==> config.mk <==
export PLATFORM = sky130hd
export DESIGN_NAME = cmd_check_top
export DESIGN_NICKNAME = d
export VERILOG_FILES = /design/src/cmd_check_pkg.sv /design/src/cmd_check_top.sv /design/src/entry_word_ram.sv /design/src/namespace_identifier_classifier.sv
export SDC_FILE = /design/constraint.sdc
export NUM_CORES = 1
export LEC_CHECK = 0
export ABC_AREA = 1
export ABC_CLOCK_PERIOD_IN_PS = 3240
export BUFFER_PORTS_ARGS = -buffer_cell sky130_fd_sc_hd__buf_4
export CAP_MARGIN = 0
export CORE_MARGIN = 3
export CORE_UTILIZATION = 31
export DETAILED_ROUTE_END_ITERATION = 6
export GPL_TIMING_DRIVEN = 0
export REMOVE_ABC_BUFFERS = 1
export SETUP_SLACK_MARGIN = 0.3
export SLEW_MARGIN = 20
export SYNTH_ARGS = -nofsm -noshare
export SYNTH_HDL_FRONTEND = slang
export SYNTH_SLANG_ARGS = --single-unit
==> constraint.sdc <==
create_clock -name pclk -period 3.24 [get_ports pclk]
set_clock_uncertainty 0.2 [all_clocks]
set_input_delay 0.648 -clock pclk [delete_from_list [all_inputs] [get_ports pclk]]
set_output_delay 0.648 -clock pclk [all_outputs]
set_load 0.01 [all_outputs]
==> src/cmd_check_pkg.sv <==
// Constants and types shared by the command entry checker
`default_nettype none
package cmd_check_pkg;
   // APB register byte addresses
   localparam logic [11:0] ADDR_CTRL        = 12'h000;
   localparam logic [11:0] ADDR_NS_COUNT    = 12'h004;
   localparam logic [11:0] ADDR_ACTIVE_MASK = 12'h008;
   localparam logic [11:0] ADDR_INT_STATUS  = 12'h00C;
   localparam logic [11:0] ADDR_INT_MASK    = 12'h010;
   localparam logic [11:0] ADDR_RESULT      = 12'h014;
   localparam logic [11:0] ADDR_COMMAND_DWORD_ZERO   = 12'h018;
   localparam logic [11:0] ADDR_NAMESPACE_IDENTIFIER = 12'h01C;
   localparam logic [11:0] ADDR_METADATA_POINTER_LO  = 12'h020;
   localparam logic [11:0] ADDR_METADATA_POINTER_HI  = 12'h024;
   localparam logic [11:0] ADDR_WINDOW      = 12'h040;
   localparam logic [11:0] ADDR_WINDOW_MASK = 12'hFC0;

   // Entry geometry and word positions
   localparam int          ENTRY_WORDS      = 16;
   localparam int          ENTRY_AW         = 4;
   localparam logic [3:0]  WORD_COMMAND_DWORD_ZERO   = 4'h0;
   localparam logic [3:0]  WORD_NAMESPACE_IDENTIFIER = 4'h1;
   localparam logic [3:0]  WORD_METADATA_POINTER_LO  = 4'h4;
   localparam logic [3:0]  WORD_METADATA_POINTER_HI  = 4'h5;

   // Fields of command dword zero
   localparam int          DESC_SEL_LSB     = 14;
   localparam logic [1:0]  DESC_SEL_CONTIG  = 2'h0;
   localparam logic [1:0]  DESC_SEL_BYTE    = 2'h1;
   localparam logic [1:0]  DESC_SEL_SEGMENT = 2'h2;

   // Namespace identifier special values
   localparam logic [31:0] NS_ID_UNUSED     = 32'h0000_0000;
   localparam logic [31:0] NS_ID_BROADCAST  = 32'hFFFF_FFFF;
   localparam int          NS_MAX           = 32;

   // Completion status codes
   localparam logic [7:0]  SC_SUCCESS       = 8'h00;
   localparam logic [7:0]  SC_INVALID_FIELD = 8'h02;
   localparam logic [7:0]  SC_INVALID_NS    = 8'h0B;

   // Control bits
   localparam int          CTRL_START       = 0;
   localparam int          CTRL_USES_NS     = 1;
   localparam int          CTRL_META_SEP    = 2;
   localparam int          CTRL_BCAST_OK    = 3;

   // Interrupt status bits
   localparam int          INT_W            = 3;
   localparam int          INT_DONE         = 0;
   localparam int          INT_ABORT        = 1;
   localparam int          INT_MISALIGN     = 2;

   // Reset values
   localparam logic [31:0] RST_NS_COUNT     = 32'h0000_0001;
   localparam logic [31:0] RST_ACTIVE_MASK  = 32'h0000_0001;

   typedef enum logic [2:0] {
      NS_NONE      = 3'h0,
      NS_BROADCAST = 3'h1,
      NS_ACTIVE    = 3'h2,
      NS_INACTIVE  = 3'h3,
      NS_INVALID   = 3'h4
   } ns_class_t;

   typedef enum logic [3:0] {
      ST_IDLE    = 4'b0001,
      ST_FETCH   = 4'b0010,
      ST_CAPTURE = 4'b0100,
      ST_DECIDE  = 4'b1000
   } fsm_state_t;
endpackage : cmd_check_pkg
`default_nettype wire

==> src/cmd_check_top.sv <==
// APB command entry checker: header decode, namespace and metadata checks
//
// Overview of operation
// - Command dword zero sits in bytes 03:00 and is decoded from there.
// - All-ones namespace identifier selects every accessible namespace.
// - Existing but inactive namespace aborts with Invalid Field in Command.
// - Invalid namespace identifier aborts with Invalid Namespace or Format.
// - Bytes 15:08 are reserved; their contents carry no meaning.
// - Metadata pointer used only when metadata is stored separately.
// - Descriptor select 00b: pointer is one contiguous metadata buffer.
// - Descriptor select 01b: contiguous buffer at any byte address.
// - Descriptor select 10b: quadword-aligned one-descriptor segment.
//
// Decided for this implementation: the register addresses and the APB interface to the registers.
`default_nettype none
module cmd_check_top #(
   parameter int NSN = cmd_check_pkg::NS_MAX
) (
   input  wire logic        pclk,
   input  wire logic        presetn,
   input  wire logic        psel,
   input  wire logic        penable,
   input  wire logic        pwrite,
   input  wire logic [11:0] paddr,
   input  wire logic [31:0] pwdata,
   output var  logic [31:0] prdata,
   output var  logic        pready,
   output var  logic        pslverr,
   output var  logic        irq
);
   import cmd_check_pkg::*;

   typedef struct packed {
      fsm_state_t      state;
      logic [1:0]      fidx;
      logic            pready;
      logic [31:0]     prdata;
      logic            pslverr;
      logic            irq;
      logic            uses_ns;
      logic            meta_sep;
      logic            bcast_ok;
      logic [31:0]     ns_count;
      logic [31:0]     active_mask;
      logic [INT_W-1:0] int_status;
      logic [INT_W-1:0] int_mask;
      logic [31:0]     command_dword_zero;
      logic [31:0]     namespace_identifier;
      logic [31:0]     metadata_pointer_lo;
      logic [31:0]     metadata_pointer_hi;
      logic [7:0]      status_code;
      ns_class_t       ns_class;
      logic            metadata_pointer_valid;
      logic            all_ns;
      logic            misaligned;
   } top_state_t;

   top_state_t  state_reg;
   top_state_t  state_next;

   logic            ram_we;
   logic            ram_rd_en;
   logic [3:0]      ram_raddr;
   logic [31:0]     ram_rdata;
   ns_class_t       cls;
   logic            apb_setup;
   logic            apb_access;
   logic            busy;
   logic [1:0]      transfer_descriptor_type_select;
   logic [INT_W-1:0] events;

   function automatic logic in_window(input logic [11:0] a);
      in_window = (a & ADDR_WINDOW_MASK) == ADDR_WINDOW;
   endfunction : in_window

   // Reserved words 2 and 3 are never fetched
   function automatic logic [3:0] fetch_word(input logic [1:0] k);
      unique case (k)
         2'h0:    fetch_word = WORD_COMMAND_DWORD_ZERO;
         2'h1:    fetch_word = WORD_NAMESPACE_IDENTIFIER;
         2'h2:    fetch_word = WORD_METADATA_POINTER_LO;
         default: fetch_word = WORD_METADATA_POINTER_HI;
      endcase
   endfunction : fetch_word

   assign apb_setup  = psel & ~penable;
   assign apb_access = psel & penable;
   assign busy       = state_reg.state != ST_IDLE;
   assign transfer_descriptor_type_select =
      state_reg.command_dword_zero[DESC_SEL_LSB+1:DESC_SEL_LSB];

   // Entry writes land at the completing edge unless refused; the walk may
   // end between decode and completion, so the latched refusal decides
   assign ram_we = apb_access & state_reg.pready & pwrite
                   & ~state_reg.pslverr & in_window(paddr);

   // Bus reads own the single read port; the walk's fetch steps wait while psel is high
   always_comb begin
      ram_rd_en = 1'b0;
      ram_raddr = fetch_word(state_reg.fidx);
      if (apb_setup & ~pwrite & in_window(paddr)) begin
         ram_rd_en = 1'b1;
         ram_raddr = paddr[5:2];
      end else if (state_reg.state == ST_FETCH && !psel) begin
         ram_rd_en = 1'b1;
      end
   end

   entry_word_ram #(
      .WORDS (ENTRY_WORDS),
      .AW    (ENTRY_AW)
   ) u_ram (
      .pclk  (pclk),
      .we    (ram_we),
      .waddr (paddr[5:2]),
      .wdata (pwdata),
      .rd_en (ram_rd_en),
      .raddr (ram_raddr),
      .rdata (ram_rdata)
   );

   namespace_identifier_classifier #(
      .NSN                  (NSN)
   ) u_cls (
      .namespace_identifier (state_reg.namespace_identifier),
      .ns_count             (state_reg.ns_count),
      .active_mask          (state_reg.active_mask[NSN-1:0]),
      .ns_class             (cls)
   );

   always_comb begin
      state_next = state_reg;
      events     = '0;

      unique case (state_reg.state)
         ST_IDLE: begin
         end
         ST_FETCH: begin
            if (!psel) begin
               state_next.state = ST_CAPTURE;
            end
         end
         ST_CAPTURE: begin
            unique case (state_reg.fidx)
               2'h0:    state_next.command_dword_zero   = ram_rdata;
               2'h1:    state_next.namespace_identifier = ram_rdata;
               2'h2:    state_next.metadata_pointer_lo  = ram_rdata;
               default: state_next.metadata_pointer_hi  = ram_rdata;
            endcase
            if (state_reg.fidx == 2'h3) begin
               state_next.state = ST_DECIDE;
            end else begin
               state_next.fidx  = state_reg.fidx + 2'h1;
               state_next.state = ST_FETCH;
            end
         end
         ST_DECIDE: begin
            state_next.state       = ST_IDLE;
            state_next.ns_class    = cls;
            state_next.status_code = SC_SUCCESS;
            state_next.all_ns      = 1'b0;
            state_next.misaligned  = 1'b0;
            // Identifier is ignored when unused; host is trusted to zero it
            if (state_reg.uses_ns) begin
               unique case (cls)
                  NS_BROADCAST: begin
                     if (state_reg.bcast_ok) begin
                        state_next.all_ns = 1'b1;
                     end else begin
                        state_next.status_code = SC_INVALID_NS;
                     end
                  end
                  NS_ACTIVE: begin
                  end
                  NS_INACTIVE: begin
                     state_next.status_code = SC_INVALID_FIELD;
                  end
                  default: begin
                     state_next.status_code = SC_INVALID_NS;
                  end
               endcase
            end
            state_next.metadata_pointer_valid = state_reg.meta_sep;
            if (state_reg.meta_sep) begin
               unique case (transfer_descriptor_type_select)
                  DESC_SEL_CONTIG: begin
                     // Contiguous buffer; misalignment only flagged
                     state_next.misaligned =
                        state_reg.metadata_pointer_lo[1:0] != 2'h0;
                  end
                  DESC_SEL_BYTE: begin
                     state_next.misaligned = 1'b0;
                  end
                  DESC_SEL_SEGMENT: begin
                     state_next.misaligned =
                        state_reg.metadata_pointer_lo[2:0] != 3'h0;
                  end
                  default: begin
                     if (state_next.status_code == SC_SUCCESS) begin
                        state_next.status_code = SC_INVALID_FIELD;
                     end
                  end
               endcase
            end
            events[INT_DONE]     = 1'b1;
            events[INT_ABORT]    = state_next.status_code != SC_SUCCESS;
            events[INT_MISALIGN] = state_next.misaligned;
         end
      endcase

      // APB: first access cycle decodes, second completes the transfer
      if (apb_access && !state_reg.pready) begin
         state_next.pready  = 1'b1;
         state_next.pslverr = 1'b0;
         state_next.prdata  = 32'h0000_0000;
         if (in_window(paddr)) begin
            if (pwrite) begin
               state_next.pslverr = busy;
            end else begin
               state_next.prdata = ram_rdata;
            end
         end else begin
            unique case (paddr)
               ADDR_CTRL: begin
                  state_next.prdata = {28'h0000000, state_reg.bcast_ok,
                     state_reg.meta_sep, state_reg.uses_ns, 1'b0};
                  state_next.pslverr = pwrite & busy;
               end
               ADDR_NS_COUNT:    state_next.prdata = state_reg.ns_count;
               ADDR_ACTIVE_MASK: state_next.prdata = state_reg.active_mask;
               ADDR_INT_STATUS: begin
                  state_next.prdata = {29'h00000000, state_reg.int_status};
               end
               ADDR_INT_MASK: begin
                  state_next.prdata = {29'h00000000, state_reg.int_mask};
               end
               ADDR_RESULT: begin
                  state_next.prdata = {15'h0000, state_reg.misaligned,
                     transfer_descriptor_type_select, state_reg.all_ns,
                     state_reg.metadata_pointer_valid, busy,
                     state_reg.ns_class, state_reg.status_code};
               end
               ADDR_COMMAND_DWORD_ZERO: begin
                  state_next.prdata = state_reg.command_dword_zero;
               end
               ADDR_NAMESPACE_IDENTIFIER: begin
                  state_next.prdata = state_reg.namespace_identifier;
               end
               ADDR_METADATA_POINTER_LO: begin
                  state_next.prdata = state_reg.metadata_pointer_lo;
               end
               ADDR_METADATA_POINTER_HI: begin
                  state_next.prdata = state_reg.metadata_pointer_hi;
               end
               default:          state_next.pslverr = 1'b1;
            endcase
         end
      end else if (apb_access && state_reg.pready) begin
         state_next.pready  = 1'b0;
         state_next.pslverr = 1'b0;
         if (!state_reg.pslverr) begin
            if (pwrite) begin
               unique case (paddr)
                  ADDR_CTRL: begin
                     state_next.uses_ns  = pwdata[CTRL_USES_NS];
                     state_next.meta_sep = pwdata[CTRL_META_SEP];
                     state_next.bcast_ok = pwdata[CTRL_BCAST_OK];
                     if (pwdata[CTRL_START]) begin
                        state_next.state = ST_FETCH;
                        state_next.fidx  = 2'h0;
                     end
                  end
                  ADDR_NS_COUNT:    state_next.ns_count    = pwdata;
                  ADDR_ACTIVE_MASK: state_next.active_mask = pwdata;
                  ADDR_INT_MASK: begin
                     state_next.int_mask = pwdata[INT_W-1:0];
                  end
                  default: begin
                  end
               endcase
            end else if (paddr == ADDR_INT_STATUS) begin
               // Read clears; events of this same cycle are merged below
               state_next.int_status = '0;
            end
         end
      end else begin
         state_next.pready  = 1'b0;
         state_next.pslverr = 1'b0;
      end

      // Set wins over the read clear
      state_next.int_status = state_next.int_status | events;
      state_next.irq = |(state_next.int_status & state_next.int_mask);
   end

   always_ff @(posedge pclk or negedge presetn) begin
      if (!presetn) begin
         state_reg             <= '0;
         state_reg.state       <= ST_IDLE;
         state_reg.ns_class    <= NS_NONE;
         state_reg.status_code <= SC_SUCCESS;
         state_reg.ns_count    <= RST_NS_COUNT;
         state_reg.active_mask <= RST_ACTIVE_MASK;
      end else begin
         state_reg <= state_next;
      end
   end

   assign prdata  = state_reg.prdata;
   assign pready  = state_reg.pready;
   assign pslverr = state_reg.pslverr;
   assign irq     = state_reg.irq;
endmodule : cmd_check_top
`default_nettype wire

==> src/entry_word_ram.sv <==
// Small word memory holding one command entry, registered read port
`default_nettype none
module entry_word_ram #(
   parameter int WORDS = cmd_check_pkg::ENTRY_WORDS,
   parameter int AW    = cmd_check_pkg::ENTRY_AW
) (
   input  wire logic          pclk,
   input  wire logic          we,
   input  wire logic [AW-1:0] waddr,
   input  wire logic [31:0]   wdata,
   input  wire logic          rd_en,
   input  wire logic [AW-1:0] raddr,
   output var  logic [31:0]   rdata
);
   import cmd_check_pkg::*;

   logic [31:0] mem [WORDS];

   // No reset on the array: contents are undefined until software fills it
   always_ff @(posedge pclk) begin
      if (we) begin
         mem[waddr] <= wdata;
      end
      if (rd_en) begin
         rdata <= mem[raddr];
      end
   end
endmodule : entry_word_ram
`default_nettype wire

==> src/namespace_identifier_classifier.sv <==
// Sorts a namespace identifier into unused, broadcast, active, etc.
`default_nettype none
module namespace_identifier_classifier #(
   parameter int NSN = cmd_check_pkg::NS_MAX
) (
   input  wire logic [31:0]             namespace_identifier,
   input  wire logic [31:0]             ns_count,
   input  wire logic [NSN-1:0]          active_mask,
   output var  cmd_check_pkg::ns_class_t ns_class
);
   import cmd_check_pkg::*;

   logic [31:0] idx;

   always_comb begin
      idx      = namespace_identifier - 32'h0000_0001;
      ns_class = NS_INVALID;
      if (namespace_identifier == NS_ID_UNUSED) begin
         ns_class = NS_NONE;
      end else if (namespace_identifier == NS_ID_BROADCAST) begin
         ns_class = NS_BROADCAST;
      end else if (namespace_identifier <= ns_count && idx < NSN) begin
         // Existing namespace: active only if its mask bit is set
         ns_class = active_mask[idx[$clog2(NSN)-1:0]] ? NS_ACTIVE
                                                      : NS_INACTIVE;
      end
   end
endmodule : namespace_identifier_classifier
`default_nettype wire

==> flow_summary.ini <==
[run_status]
status = finished, final reports clean

[layout]
stdcell_count = 5034
design_area_um2 = 42260
final_cell_mix = 684 x nand2_1, 544 x edfxtp_1, 495 x inv_1
nets = 3550
syn_to_final_growth_pct = 19.22
largest_reg_flops = 512
drive_gt1_share_pct = 12.32
final_common_cell = nand2_1

[drt]
detail_route.wl_per_cell_um = 20.87
routed_wirelength_um = 105000
via_per_inst = 5.057
vias = 25460
drcViolationCount = 0
drt_first_pass_iters = 6
drt_iter0_markers = 2505
final_antenna_net_count = 0

[global_routing]
grt_pass1_vias = 24360
grt-ovfl-total = 0
grt_max_degree = 99
grt_antenna_before_repair = 4
track_usage_pct = 17.54
grt_pass1_wl_um = 156500

[synthesis]
synth_xor_area_share_pct = 0.1730
syn_area_um2 = 35450
synth.distinct_cells = 45
ys_warn_count = 0
synth_top_family_by_area = simple AND/OR/NAND/NOR gates
async_flop_share_pct = 31.49
synth_edf_count = 544
ys.flop_type = edfxtp_1
syn_avg_cell_area_um2 = 10.45
synth_compound_area_share_pct = 12.66
synth_seq_area_share_pct = 63.75
synthMuxAreaShare_pct = 0
yosys.area_share.simple_pct = 13.82
synthCells = 3392
synth_adder_area_share_pct = 1.200
ys_ff_latch = 794

[place]
dpl.cell_count = 4829
io_buffers = 83
place_hpwl_um = 68140
routabilityCongestion = 0.9277
place_area_um2 = 38910

[setup_path]
critPathArrivalTime_ns = 3.02
worst_r2r_path_depth = 8
critical_path_class = register to register
endpoint_kind = register
regToRegSetupSlack_ns = 0.34
startpoint_type = register
path_max_fanout = 16
crit_required_ns = 3.36

[sta]
setup_tns_ns = 0
post-route-min-period_ns = 2.897
grt_setup_unrepaired = yes
setup_viol = 0
drv_slew = 0
tightest_slew_ns = 0.8707
post-route-period-util_pct = 89.41
fmax_mhz = 345.2
finalHoldViolCount = 0
max_slew_margin_pct = 41.64

[cts]
cts_tree = built
numCtsBuffers = 78
clock_path_buffers = 3
clkTransAtPathRegs_ns = 0.07
cts_root_buf = clkbuf_16
cts_sinks = 794
h-tree-depth = 3
clk_latency_ns = 0.65

[worst_hold_path]
hold_class = primary input to register
min_path_cells = 3

[flow_run]
max-cap-violations = 0

[die]
die_h_um = 344.1
rows = 123
pin_count = 84
coreArea_um2 = 113000
die_x_um = 344.1
die_area_um2 = 118400
initial_utilization_pct = 31.38

[power]
power_density_nw_per_um2 = 677.4
peakVddDrop_mv = 0.4047
power.leakage_uw = 0.01701
## worst max-delay path: stages, from the launching register on
cell and delay [ns]:
dfrtp_1 0.40, nand3_1 0.22, nor3_4 0.35, inv_1 0.16
nor2_4 0.25, nand3_2 0.25, nor2_4 0.27, buf_12 0.21
buf_12 0.20
## per-layer routing
metal / global-route usage (%) / wire length, um / up-vias
met2: 29.56 / 50950 / 851
met5: 0 / 13 / -
li1: - / - / 11920
met3: 2.677 / 6546 / 209
met4: 6.523 / 3366 / 2
met1: 22.85 / 44170 / 12470
## area by class of cell
class | instances | area (um^2)
flip-flops and latches | 794 | 22600
clock inverters | 30 | 216.5
multi-input cells | 1866 | 10300
diodes | 2 | 5.005
well taps | 1500 | 1877
inverters | 508 | 1954
repair inverters | 2 | 17.52
fillers | 10960 | 70700
repair buffers | 217 | 3030
clock buffers | 115 | 2255
## logic make-up (layout without fill, tap and decap cells)
kind of cell             Yosys count  count (layout)
other                              0               2
AO/OA/AOI/OAI                    669             669
buffers and inverters            732             872
adder cells (fa/ha/maj)           34              34
XOR/XNOR                           7               7
AND/OR/NAND/NOR                 1156            1156
flip-flops                       794             794
## metrics by stage
stage               hold WS [ns]  util (%)  total power [uW]  setup WS, ns
finish                    0.1078     37.41             28620        0.3431
CTS                      0.04954     37.21             28660        0.3037
detailed placement        0.2730     34.44             19400        -1.210
global route             0.07930     37.41             30140        0.2519
floorplan                 0.1524         -             16930        -8.474
global placement          0.2661     32.64             18420        -13.60
## path summary, 6_finish.rpt
| kind | start | to |
|---|---|---|
| min reg2reg | state_reg[122]$_DFFE_PN0P_ | state_reg[122]$_DFFE_PN0P_ |
| max | pready$_DFF_PN0_ | u_ram.mem[13][18]$_DFFE_PP_ |
| min in group asynchronous | presetn | prdata[8]$_DFFE_PN0P_ |
| max reg2reg | pready$_DFF_PN0_ | u_ram.mem[13][18]$_DFFE_PP_ |
| max in group asynchronous | presetn | prdata[4]$_DFFE_PN0P_ |
| min | psel | state_reg[253]$_DFF_PN0_ |
## cell usage after synthesis (2+ instances only)
library cell	n	share of area, %
nand2_1	697	7.4
edfxtp_1	544	46
inv_1	501	5.3
o21ai_0	263	3.7
dfrtp_1	247	17
nand3_1	239	3.4
o2111ai_1	146	3.6
o211ai_1	145	3.1
nor2_1	144	1.5
clkbuf_1	108	1.1
buf_2	75	1.1
a221oi_1	38	0.94
a21oi_1	35	0.49
ha_1	34	1.2
buf_4	32	0.68
nand4_1	28	0.49
o22ai_1	24	0.42
nor2_2	10	0.18
nor3_1	10	0.14
buf_1	7	0.074
inv_2	7	0.074
nand2_2	7	0.12
nor4_1	7	0.12
xor2_1	7	0.17
a22o_1	4	0.099
dfstp_2	3	0.22
nand3_2	3	0.085
nor2_4	3	0.095
o21ai_1	3	0.042
a211oi_1	2	0.042
a31oi_1	2	0.035
buf_6	2	0.064
nor2_8	2	0.11
nor3_2	2	0.056
## where the power goes
part | switching [uW] | internal, uW
Clock | 3870 | 5000
Combinational | 4300 | 2790
Sequential | 924 | 11700
## timing repair
| item | in CTS | in global routing |
|---|---|---|
| buffers inserted | 34 | 15 |
| gates cloned | 8 | 0 |
| setup endpoints to repair | 568 | 189 |
| gates resized for setup | 36 | 25 |
| hold buffers | 1 | 0 |
| pin swaps | 16 | 14 |
| hold endpoints to repair | 61 | 0 |
No activity file was read; power rests on OpenSTA's default activity.
